`src/logic/fdc_pkg.sv`:
```
// Constants, field layouts and states of the four-channel DMA controller.
// Assumes a single synchronous clock domain and synchronous pin inputs.
//
// Behaviour
// - Low four address pins select registers as slave, drive address as master.
// - Next four address pins output memory address bits 4 to 7 in DMA.
// - Four channels, each with 16-bit address and count, byte-wise, low first.
// - Count top two bits pick verify, write, read; eleven is not allowed.
// - Verify mode drives no read or write strobes and ignores ready.
// - Mode register: upper nibble option bits, lower nibble channel enables.
// - Reset clears mode and status registers, disabling every channel.
// - Request on an enabled channel raises hold request and enters S0.
// - On grant, priority logic picks the highest requesting channel.
// - In S1 drive low address on pins, high byte on data, enable address.
// - In S2 assert read strobe, early write if on, and channel grant.
// - In S3 assert write strobe; final count when remaining count is zero.
// - In S3 pulse the marker at each 128-byte boundary.
// - Ready is sampled in S3; low inserts wait states.
// - S4 holds address, strobes, grant and decides whether to continue.
// - Auto reload copies channel 3 registers into channel 2 at its end.
// - Early write option asserts write strobes one state earlier.
// - Stop-on-final-count clears the channel enable at final count.
// - Rotating priority makes the served channel lowest after each byte.
// - Byte toggle flips after each channel register byte access.
// - Status holds one final-count flag per channel.
// - Status holds a reload flag set when channel 3 reloads channel 2.

package fdc_pkg;

   // ***************************************************************
   // Register addressing and layouts
   // ***************************************************************
   localparam int          CHANNELS        = 4;
   localparam int          SEL_MODE_BIT    = 3;   // Pin 3 high: mode/status
   localparam int          SEL_COUNT_BIT   = 0;   // Pin 0 high: count reg
   localparam int          COUNT_W         = 14;
   localparam int          TYPE_LSB        = 14;
   localparam logic [1:0]  TYPE_VERIFY     = 2'h0;
   localparam logic [1:0]  TYPE_WRITE      = 2'h1;
   localparam logic [1:0]  TYPE_READ       = 2'h2;
   localparam int          MODE_ROTATE     = 4;
   localparam int          MODE_EARLY_WR   = 5;
   localparam int          MODE_STOP_FC    = 6;
   localparam int          MODE_RELOAD     = 7;
   localparam int          STAT_RELOAD     = 4;
   localparam logic [7:0]  MODE_RESET      = 8'h00;
   localparam logic [7:0]  STATUS_RESET    = 8'h00;
   localparam logic [15:0] CHAN_RESET      = 16'h0000;
   localparam logic [6:0]  MARKER_PHASE    = 7'h00;
   localparam logic [1:0]  RELOAD_DST      = 2'h2;
   localparam logic [1:0]  RELOAD_SRC      = 2'h3;

   // ***************************************************************
   // Transfer sequencer states
   // ***************************************************************
   typedef enum logic [2:0] {
      FDC_IDLE,
      FDC_S0,
      FDC_S1,
      FDC_S2,
      FDC_S3,
      FDC_SW,
      FDC_S4
   } fdc_state_t;

endpackage

```
`src/logic/fdc_dma.sv`:
```
// Four-channel DMA controller core: host register file, hold handshake,
// priority selection and the four-state byte transfer sequencer.
// Assumes all pin inputs are synchronous to clk_sys and that an outside
// resolver combines the three-signal pins into wires.

`timescale 1ns/1ps
`default_nettype none

module fdc_dma
   import fdc_pkg::*;
(
   input  wire logic        clk_sys,
   input  wire logic        reset,
   input  wire logic        clk_en,
   input  wire logic        chip_select_n,
   input  wire logic [3:0]  addr_lo_in,
   output logic      [3:0]  addr_lo_out,
   output logic             addr_lo_oe,
   output logic      [3:0]  addr_mid_out,
   output logic             addr_mid_oe,
   input  wire logic [7:0]  data_in,
   output logic      [7:0]  data_out,
   output logic             data_oe,
   input  wire logic        port_read_strobe_n_in,
   output logic             port_read_strobe_n_out,
   output logic             port_read_strobe_oe,
   input  wire logic        port_write_strobe_n_in,
   output logic             port_write_strobe_n_out,
   output logic             port_write_strobe_oe,
   output logic             memory_read_strobe_n,
   output logic             memory_write_strobe_n,
   output logic             memory_strobe_oe,
   input  wire logic        ready,
   input  wire logic [3:0]  channel_request,
   output logic      [3:0]  channel_grant_n,
   output logic             bus_hold_request,
   input  wire logic        bus_hold_granted,
   output logic             address_drive_enable,
   output logic             upper_address_strobe,
   output logic             final_count_out,
   output logic             marker_out
);

   // ***************************************************************
   // State
   // ***************************************************************
   fdc_state_t  state;
   fdc_state_t  next_state;
   logic [15:0] chan_addr [CHANNELS];
   logic [15:0] chan_count [CHANNELS];
   logic [7:0]  mode;
   logic [7:0]  status;
   logic        byte_high;
   logic [1:0]  sel;
   logic [1:0]  prio_top;
   logic [7:0]  read_data;
   logic        rd_prev;
   logic        wr_prev;
   logic [7:0]  data_q;
   logic [3:0]  addr_q;
   logic        cs_q;

   // ***************************************************************
   // Slave access decode
   // ***************************************************************
   // Host access is locked out while the controller owns the bus.
   wire         in_cycle   = state inside {FDC_S1, FDC_S2, FDC_S3,
                                           FDC_SW, FDC_S4};
   wire         slave      = !in_cycle;
   wire         rd_active  = slave && !chip_select_n
                             && !port_read_strobe_n_in;
   // Writes are taken at the end of the strobe, with the data and
   // address seen in its last low cycle, so setup is honoured.
   wire         wr_done    = slave && cs_q && wr_prev
                             && port_write_strobe_n_in;
   wire         rd_done    = slave && cs_q && rd_prev
                             && port_read_strobe_n_in;
   wire         acc_mode   = addr_q[SEL_MODE_BIT];
   wire [1:0]   acc_ch     = addr_q[2:1];
   wire         acc_cnt    = addr_q[SEL_COUNT_BIT];
   wire         mode_wr    = wr_done && acc_mode;
   wire         chan_wr    = wr_done && !acc_mode;
   wire         status_rd  = rd_done && acc_mode;
   wire         chan_acc   = (wr_done || rd_done) && !acc_mode;
   wire [15:0]  acc_word   = acc_cnt ? chan_count[acc_ch]
                                     : chan_addr[acc_ch];
   wire [3:0]   cur_sel    = addr_lo_in[3:0];
   wire         cur_mode   = cur_sel[SEL_MODE_BIT];
   wire [15:0]  cur_word   = cur_sel[SEL_COUNT_BIT]
                             ? chan_count[cur_sel[2:1]]
                             : chan_addr[cur_sel[2:1]];
   wire [7:0]   next_read  = cur_mode ? status
                             : (byte_high ? cur_word[15:8]
                                          : cur_word[7:0]);

   // ***************************************************************
   // Priority selection
   // ***************************************************************
   // Masked channels drop out here.
   wire [3:0]   live_req   = channel_request & mode[3:0];
   wire         any_req    = |live_req;
   // S4 already skips the channel it served.
   wire [1:0]   after_sel  = sel + 2'h1;
   wire [1:0]   rot_top    = state == FDC_S4 ? after_sel : prio_top;
   wire [1:0]   top        = mode[MODE_ROTATE] ? rot_top : 2'h0;
   logic [1:0]  pick;

   // Scan from the current top channel; wraps round modulo four.
   always_comb
   begin
      logic [1:0] idx;
      idx  = 2'h0;
      pick = top;
      for (int i = CHANNELS - 1; i >= 0; i--)
      begin
         idx = top + 2'(i);
         if (live_req[idx])
            pick = idx;
      end
   end

   // ***************************************************************
   // Current channel view
   // ***************************************************************
   wire [15:0]  cur_addr   = chan_addr[sel];
   wire [1:0]   xfer_type  = chan_count[sel][TYPE_LSB +: 2];
   wire [13:0]  remaining  = chan_count[sel][COUNT_W-1:0];
   wire         is_verify  = xfer_type == TYPE_VERIFY;
   wire         is_read    = xfer_type == TYPE_READ;
   wire         is_write   = xfer_type == TYPE_WRITE;
   wire         last_byte  = remaining == '0;
   wire         early_wr   = mode[MODE_EARLY_WR];
   wire         stop_fc    = mode[MODE_STOP_FC];
   wire         reload_on  = mode[MODE_RELOAD];
   wire         do_reload  = reload_on && last_byte
                             && sel == RELOAD_DST;
   // Counts hold while the clock is off.
   wire         byte_end   = state == FDC_S4 && clk_en;
   // Stop-on-count masks only the continue test; the pick in S4 still sees the old enable.
   wire [3:0]   stop_mask  = (stop_fc && last_byte)
                             ? 4'(1) << sel : 4'h0;
   wire [3:0]   cont_req   = live_req & ~stop_mask;

   // ***************************************************************
   // Sequencer next state
   // ***************************************************************
   always_comb
   begin
      next_state = state;
      unique case (state)
         FDC_IDLE:
            if (any_req)
               next_state = FDC_S0;
         FDC_S0:
            if (!any_req)
               next_state = FDC_IDLE;
            else if (bus_hold_granted)
               next_state = FDC_S1;
         FDC_S1:
            next_state = FDC_S2;
         FDC_S2:
            next_state = FDC_S3;
         FDC_S3:
            // Verify has no memory access to stretch.
            if (!is_verify && !ready)
               next_state = FDC_SW;
            else
               next_state = FDC_S4;
         FDC_SW:
            if (ready)
               next_state = FDC_S4;
         FDC_S4:
            if (bus_hold_granted && |cont_req)
               next_state = FDC_S1;
            else
               next_state = FDC_IDLE;
      endcase
   end

   // ***************************************************************
   // Sequencer and channel selection registers
   // ***************************************************************
   always_ff @(posedge clk_sys)
   begin
      if (reset)
      begin
         state    <= FDC_IDLE;
         sel      <= 2'h0;
         prio_top <= 2'h0;
      end
      else if (clk_en)
      begin
         state <= next_state;
         if ((state == FDC_S0 && bus_hold_granted) || state == FDC_S4)
            sel <= pick;
         if (state == FDC_S4)
            prio_top <= sel + 2'h1;
      end
   end

   // ***************************************************************
   // Host side capture and byte toggle
   // ***************************************************************
   always_ff @(posedge clk_sys)
   begin
      if (reset)
      begin
         rd_prev   <= 1'b0;
         wr_prev   <= 1'b0;
         cs_q      <= 1'b0;
         data_q    <= 8'h00;
         addr_q    <= 4'h0;
         byte_high <= 1'b0;
         read_data <= 8'h00;
      end
      else if (clk_en)
      begin
         rd_prev   <= rd_active;
         wr_prev   <= slave && !chip_select_n && !port_write_strobe_n_in;
         if (!port_write_strobe_n_in || !port_read_strobe_n_in)
         begin
            cs_q   <= !chip_select_n;
            addr_q <= addr_lo_in;
            data_q <= data_in;
         end
         read_data <= next_read;
         // A mode write restarts the pairing at the low byte.
         if (mode_wr)
            byte_high <= 1'b0;
         else if (chan_acc)
            byte_high <= !byte_high;
      end
   end

   // ***************************************************************
   // Channel registers: host writes, per-byte update, auto reload
   // ***************************************************************
   always_ff @(posedge clk_sys)
   begin
      if (reset)
      begin
         for (int c = 0; c < CHANNELS; c++)
         begin
            chan_addr[c]  <= CHAN_RESET;
            chan_count[c] <= CHAN_RESET;
         end
      end
      else if (clk_en)
      begin
         if (chan_wr && !acc_cnt)
         begin
            if (byte_high)
               chan_addr[acc_ch][15:8] <= data_q;
            else
               chan_addr[acc_ch][7:0] <= data_q;
         end
         if (chan_wr && acc_cnt)
         begin
            if (byte_high)
               chan_count[acc_ch][15:8] <= data_q;
            else
               chan_count[acc_ch][7:0] <= data_q;
         end
         if (byte_end && do_reload)
         begin
            chan_addr[RELOAD_DST]  <= chan_addr[RELOAD_SRC];
            chan_count[RELOAD_DST] <= chan_count[RELOAD_SRC];
         end
         else if (byte_end)
         begin
            chan_addr[sel] <= cur_addr + 16'h0001;
            chan_count[sel][COUNT_W-1:0] <= remaining - 14'h0001;
         end
      end
   end

   // ***************************************************************
   // Mode and status registers
   // ***************************************************************
   // Status flags clear when read; an event in the same cycle wins.
   always_ff @(posedge clk_sys)
   begin
      if (reset)
      begin
         mode   <= MODE_RESET;
         status <= STATUS_RESET;
      end
      else if (clk_en)
      begin
         if (mode_wr)
            mode <= data_q;
         else if (byte_end)
            mode[3:0] <= mode[3:0] & ~stop_mask;
         status <= status_rd ? STATUS_RESET : status;
         if (byte_end && last_byte)
         begin
            status[sel] <= 1'b1;
            if (do_reload)
               status[STAT_RELOAD] <= 1'b1;
         end
      end
   end

   // ***************************************************************
   // Bus and strobe outputs
   // ***************************************************************
   wire st_s2on  = state inside {FDC_S2, FDC_S3, FDC_SW, FDC_S4};
   wire st_s3on  = state inside {FDC_S3, FDC_SW, FDC_S4};
   wire wr_on    = early_wr ? st_s2on : st_s3on;
   wire rd_on    = st_s2on;

   // Hold request stays up from the first request to the end of service.
   assign bus_hold_request     = state != FDC_IDLE;
   assign address_drive_enable = in_cycle;
   assign upper_address_strobe = state == FDC_S1;
   assign addr_lo_oe           = in_cycle;
   assign addr_lo_out          = cur_addr[3:0];
   assign addr_mid_oe          = in_cycle;
   assign addr_mid_out         = cur_addr[7:4];
   // High address goes on the data bus only for the external latch.
   assign data_oe              = upper_address_strobe || rd_active;
   assign data_out             = upper_address_strobe ? cur_addr[15:8]
                                                      : read_data;
   assign memory_strobe_oe     = in_cycle;
   assign port_read_strobe_oe  = in_cycle;
   assign port_write_strobe_oe = in_cycle;
   // Verify mode leaves every strobe idle.
   assign memory_read_strobe_n    = !(rd_on && is_read);
   assign port_read_strobe_n_out  = !(rd_on && is_write);
   assign memory_write_strobe_n   = !(wr_on && is_write);
   assign port_write_strobe_n_out = !(wr_on && is_read);
   // Type eleven still runs a cycle, unstrobed.
   assign channel_grant_n = st_s2on ? ~(4'(1) << sel) : 4'hF;
   assign final_count_out = st_s3on && last_byte;
   assign marker_out      = state == FDC_S3
                            && remaining[6:0] == MARKER_PHASE;

endmodule

`default_nettype wire

```
`config.mk`:
```
export PLATFORM = sky130hd
export DESIGN_NAME = fdc_dma
export DESIGN_NICKNAME = d
export VERILOG_FILES = /design/src/logic/fdc_pkg.sv /design/src/logic/fdc_dma.sv
export SDC_FILE = /design/constraint.sdc
export NUM_CORES = 1
export LEC_CHECK = 0
export ABC_AREA = 0
export ABC_CLOCK_PERIOD_IN_PS = 4800
export BUFFER_PORTS_ARGS = -buffer_cell sky130_fd_sc_hd__buf_2
export CAP_MARGIN = 25
export CORE_MARGIN = 2
export CORE_UTILIZATION = 25
export CTS_CLUSTER_SIZE = 14
export DETAILED_ROUTE_END_ITERATION = 10
export SLEW_MARGIN = 20
export SYNTH_ARGS = -nofsm -noshare
export SYNTH_HDL_FRONTEND = slang
export SYNTH_SLANG_ARGS = --single-unit
export TNS_END_PERCENT = 1
```
`constraint.sdc`:
```
create_clock -name clk_sys -period 4.8 [get_ports clk_sys]
set_input_delay 0.48 -clock clk_sys [delete_from_list [all_inputs] [get_ports clk_sys]]
set_output_delay 0.48 -clock clk_sys [all_outputs]
set_load 0.05 [all_outputs]
```
# Yosys cells after proc, flatten, opt, wreduce, memory -nomap -nowiden
# Memories as Yosys holds them, arrays and structs flattened. A register that Yosys moved wholly into a read port is not among the register bits.
# Index checks and enable logic that the tools add are counted.
[op_classes]
eq_ne = 12
order_cmp = 6
n_reduce_logical = 69
n_bitwise = 8
shifts = 1
muxes = 84
n_addsub = 6
[ops]
columns = ["operator", "count"]
rows = [
  ["$mux W16", 7],
  ["$reduce_or A16 Y1", 4],
  ["$mux W8", 5],
  ["$mux W1", 38],
  ["$mux W2", 19],
  ["$logic_and A1 B1 Y1", 30],
  ["$pmux W3 S7", 1],
  ["$add A16 B1 Y16 const B", 1],
  ["$mux W4", 4],
  ["$mux W3", 5],
  ["$logic_not A14 Y1", 1],
  ["$sub A14 B1 Y14 const B", 1],
  ["$logic_not A1 Y1", 13],
  ["$and A4 B4 Y4", 3],
  ["$lt A2 B3 Y1 const B", 4],
  ["$reduce_and A2 Y1", 5],
  ["$eq A3 B3 Y1 const B", 3],
  ["$bmux W1 S2", 4],
  ["$not A4 Y4", 2],
  ["$or A8 B4 Y8", 1],
  ["$reduce_or A4 Y1", 2],
  ["$logic_not A7 Y1", 1],
  ["$eq A3 B2 Y1 const B", 2],
  ["$reduce_bool A3 Y1", 2],
  ["other kinds (19)", 28],
]
[totals]
n_memories = 2
reg_bits = 47
in_bits = 24
word_cells = 201
output_inout_bits = 35
mem_bits_rw = 128
[mem_list]
columns = ["name", "words", "width", "read_ports", "rd_ports_with_merged_regs", "wr", "line_no", "text"]
rows = [
  ["chan_addr", 4, 16, 3, 1, 4, "fdc_dma.sv:49", "logic [15:0] chan_addr [CHANNELS];"],
  ["chan_count", 4, 16, 3, 1, 4, "fdc_dma.sv:50", "logic [15:0] chan_count [CHANNELS];"],
]

# Depth between registers and ports, before layout
[depth]
depth_word = 15
mapped_depth = 12
ltp_nobuf = 9

# Worst setup path before layout
# OpenSTA, ideal clock, no wires.
[synth_path]
kind = "reg2reg"
from = "register (tool-made name)"
to = "memory chan_count[3][0], enable pin"
setup_slack_ns = 1.126
t_arrival_ns = 3.290
setup_time_ns = 0.384
required_ns = 4.416
n_path_buf = 3
stages_incl_launch_ff = 10
synth_period_minus_slack_ns = 3.674
cell_sequence = "dfxtp_1 > buf_6 > mux4_2 > or4_4 > or2_0 > buf_2 > o31a_1 > buf_6 > mux2_4 > o21ai_0"
[synth_lines]
columns = ["item", "line_no"]
rows = [
  ["end: declaration", "fdc_dma.sv:50"],
]

==> flow_metrics.tcl <==
set metrics [dict create \
    antenna_found_initial 0 \
    synth_top_area_share_pct 37.1 \
    yosysWarnings 0 \
    timing.fmax_mhz 241 \
    netlist_area_mm2 0.0103 \
    worst_slew_pin_slew_ns 1.00 \
    crit_path_start_kind "flip-flop" \
    clock_latency_ns 0.45 \
    rsz0062_at_grt "false" \
    path_class "reg2reg" \
    ios 59 \
    route.vias.total 7848 \
    wl_per_cell_um 20.8 \
    synth_top_area_cell "edfxtp_1" \
    synthTopCellsByCount "edfxtp_1, nand2_1, nor3_1, mux4_2, nor2_1" \
    rows 74 \
    clockBufferDepth 2 \
    grt_max_degree 45 \
    multi_input_area_mm2 0.00514 \
    ys_async_sr_fraction_pct 0 \
    internal_power_mw 2.52 \
    die_y_um 207 \
    cts_made_buffers 17 \
    period_needed_ns 4.15 \
    fillers 4160 \
    ys_seq_elements 174 \
    numPortBuffers 58 \
    pre_cts_ws_ns 0.670 \
    status "finished clean" \
    total_leakage_power_nw 3.85 \
    power_mw 3.45 \
    slew-limit-headroom_pct 33.2 \
    sw_frac_of_total_pct 26.9 \
    cts_max_level 4 \
    placed_cell_area_mm2 0.0112 \
    post-route-drc-count 0 \
    crit_path_end_kind "flip-flop" \
    setup_viol 0 \
    final_antenna_net_count 0 \
    grt_overflow 0 \
    cts_hold_buf 0 \
    wirelength_um 31000 \
    layout.nets 980 \
    max_cap_violations 0 \
    setup_tns_ns 0 \
    synthTopCellsByArea "edfxtp_1, mux4_2, dfxtp_1" \
    fin_skew_ns 0.0122 \
    final_hold_viol_count 0 \
    grt_pass1_wl_um 48100 \
    gp_congestion 0.877 \
    pwr-share-comb_pct 9.5 \
    crit_required_ns 4.91 \
    path_clk_slew_ns 0.07 \
    grtUsageTotal_pct 14.5 \
    yosysSeqAreaShare_pct 46.0 \
    grt_pass1_vias 7831 \
    start_util_pct 25.3 \
    power_density_mw_per_mm2 293 \
    switchingPower_mw 0.930 \
    fin_ws_ns 0.651 \
    hold_start "chip_select_n" \
    cts_resized 0 \
    synthDistinctLibCells 74 \
    synthesis.instances 906 \
    cts.sinks 174 \
    slew_violations 0 \
    pwr-share-clk_pct 41.2 \
    syn-num-nets 937 \
    antenna_cells 0 \
    dieWidth_um 207 \
    syn_avg_cell_area_um2 11.4 \
    min_path_type "in2reg" \
    synth_most_common_cell "edfxtp_1" \
    dp_hpwl_um 22200 \
    drive_gt1_share_pct 25.6 \
    die_area_mm2 0.0430 \
    holdWs_ns 0.247 \
    area_delta_synth_final_pct 14.1 \
    dr.first_iter.drc_count 830 \
    via_per_inst 5.25 \
    root_buffer "clkbuf_16" \
    power_frac_seq_pct 49.4 \
    synth_edf_count 128 \
    final_cell_area_mm2 0.0118 \
    regArea_mm2 0.00477 \
    ys.flop_type "edfxtp_1" \
    arrival_ns 4.25 \
    timing.final.crit_share_pct 86.4 \
    path_max_fanout 35 \
    cts_tree "built" \
    vdd_drop_max_v 0.000184 \
    cts_setup_buffers 0 \
    drtPass1Iterations 5 \
    core-area_mm2 0.0408 \
]
==> cell families after synthesis <==
kind of cell / count (synthesis) / synth area share, %
and+or+nand+nor: 340 / 15.6
DFF: 174 / 46.0
AOI/OAI and AO/OA: 150 / 9.47
muxes: 124 / 21.8
buffers and inverters: 88 / 4.37
xor gates and xnor gates: 23 / 1.95
adders and majority gates: 7 / 0.846
==> per-stage QoR <==
stage,util [%],instances
after detailed placement,27.4,1461
after CTS,28.9,1493
after floorplan,-,906
final,28.9,1494
after global placement,27.4,1461
after global routing,28.9,1494
==> worst paths after layout <==
kind / slack [ns] / cells past startpoint / end
min reg2reg: 0.47 / 2 / read_data[5]$_SDFFE_PP0P_
min: 0.25 / 2 / cs_q$_SDFFE_PP0P_
max: 0.65 / 9 / chan_count[2][13]$_DFFE_PP_
max reg2reg: 0.65 / 9 / chan_count[2][13]$_DFFE_PP_
==> cell type report <==
| class | instances | share of cell area [%] |
|---|---|---|
| flip-flops and latches | 174 | 40.4 |
| multi-input cells | 644 | 43.6 |
| clock buffers | 18 | 3.64 |
| clock inverters | 14 | 1.44 |
| repair buffers | 94 | 4.78 |
| well taps | 532 | 5.64 |
| inverters | 18 | 0.572 |
==> registers in the layout, indices dropped and copies added (netlist names), named ones only <==
| signal | flops |
|---|---|
| status | 5 |
| prio_top | 2 |
| byte_high | 1 |
| read_data | 8 |
| addr_q | 4 |
| chan_count | 64 |
| wr_prev | 1 |
| cs_q | 1 |
| state | 3 |
| sel | 2 |
| data_q | 8 |
| rd_prev | 1 |
| mode | 8 |
| chan_addr | 64 |
==> routing by layer <==
layer	GRT usage, %	vias up	wire length, um
met5	0	-	0
li1	-	3558	-
met2	23.7	329	14700
met1	19.3	3910	13300
met4	4.93	0	743
met3	2.89	51	2240
==> power by group through the flow <==
stage          clock network, mW  registers [mW]  logic (mW)
2_1_floorplan                  0            1.71       0.224
3_3_place_gp                   0            1.74       0.322
3_5_place_dp                   0            1.74       0.324
4_1_cts                     1.43            1.70       0.325
5_1_grt                     1.50            1.71       0.349
6_report                    1.42            1.70       0.327
==> critical path, stage by stage, from the launching register on <==
cell	delay, ns
dfxtp_2	0.61
mux4_2	0.57
inv_1	0.12
ha_1	0.29
nand3_1	0.10
or3_1	0.42
o31a_2	0.46
buf_4	0.34
a21oi_1	0.54
nand2_1	0.35
==> placed cells by master, fill, tap and decap left out, drive strengths merged, types with 8 or more instances in the layout <==
cell    instances
a22oi           8
edfxtp        128
mux4           74
nand3          19
xnor2          11
dfxtp          46
o21ai          53
and2            8
mux2i          40
buf            94
inv            25
nand2          99
a21oi          35
a211oi          8
or2            10
mux2           10
nor3           83
xor2           12
clkbuf         18
nand4          10
nor4           10
nor2           71
No activity file was read; power rests on OpenSTA's default activity.
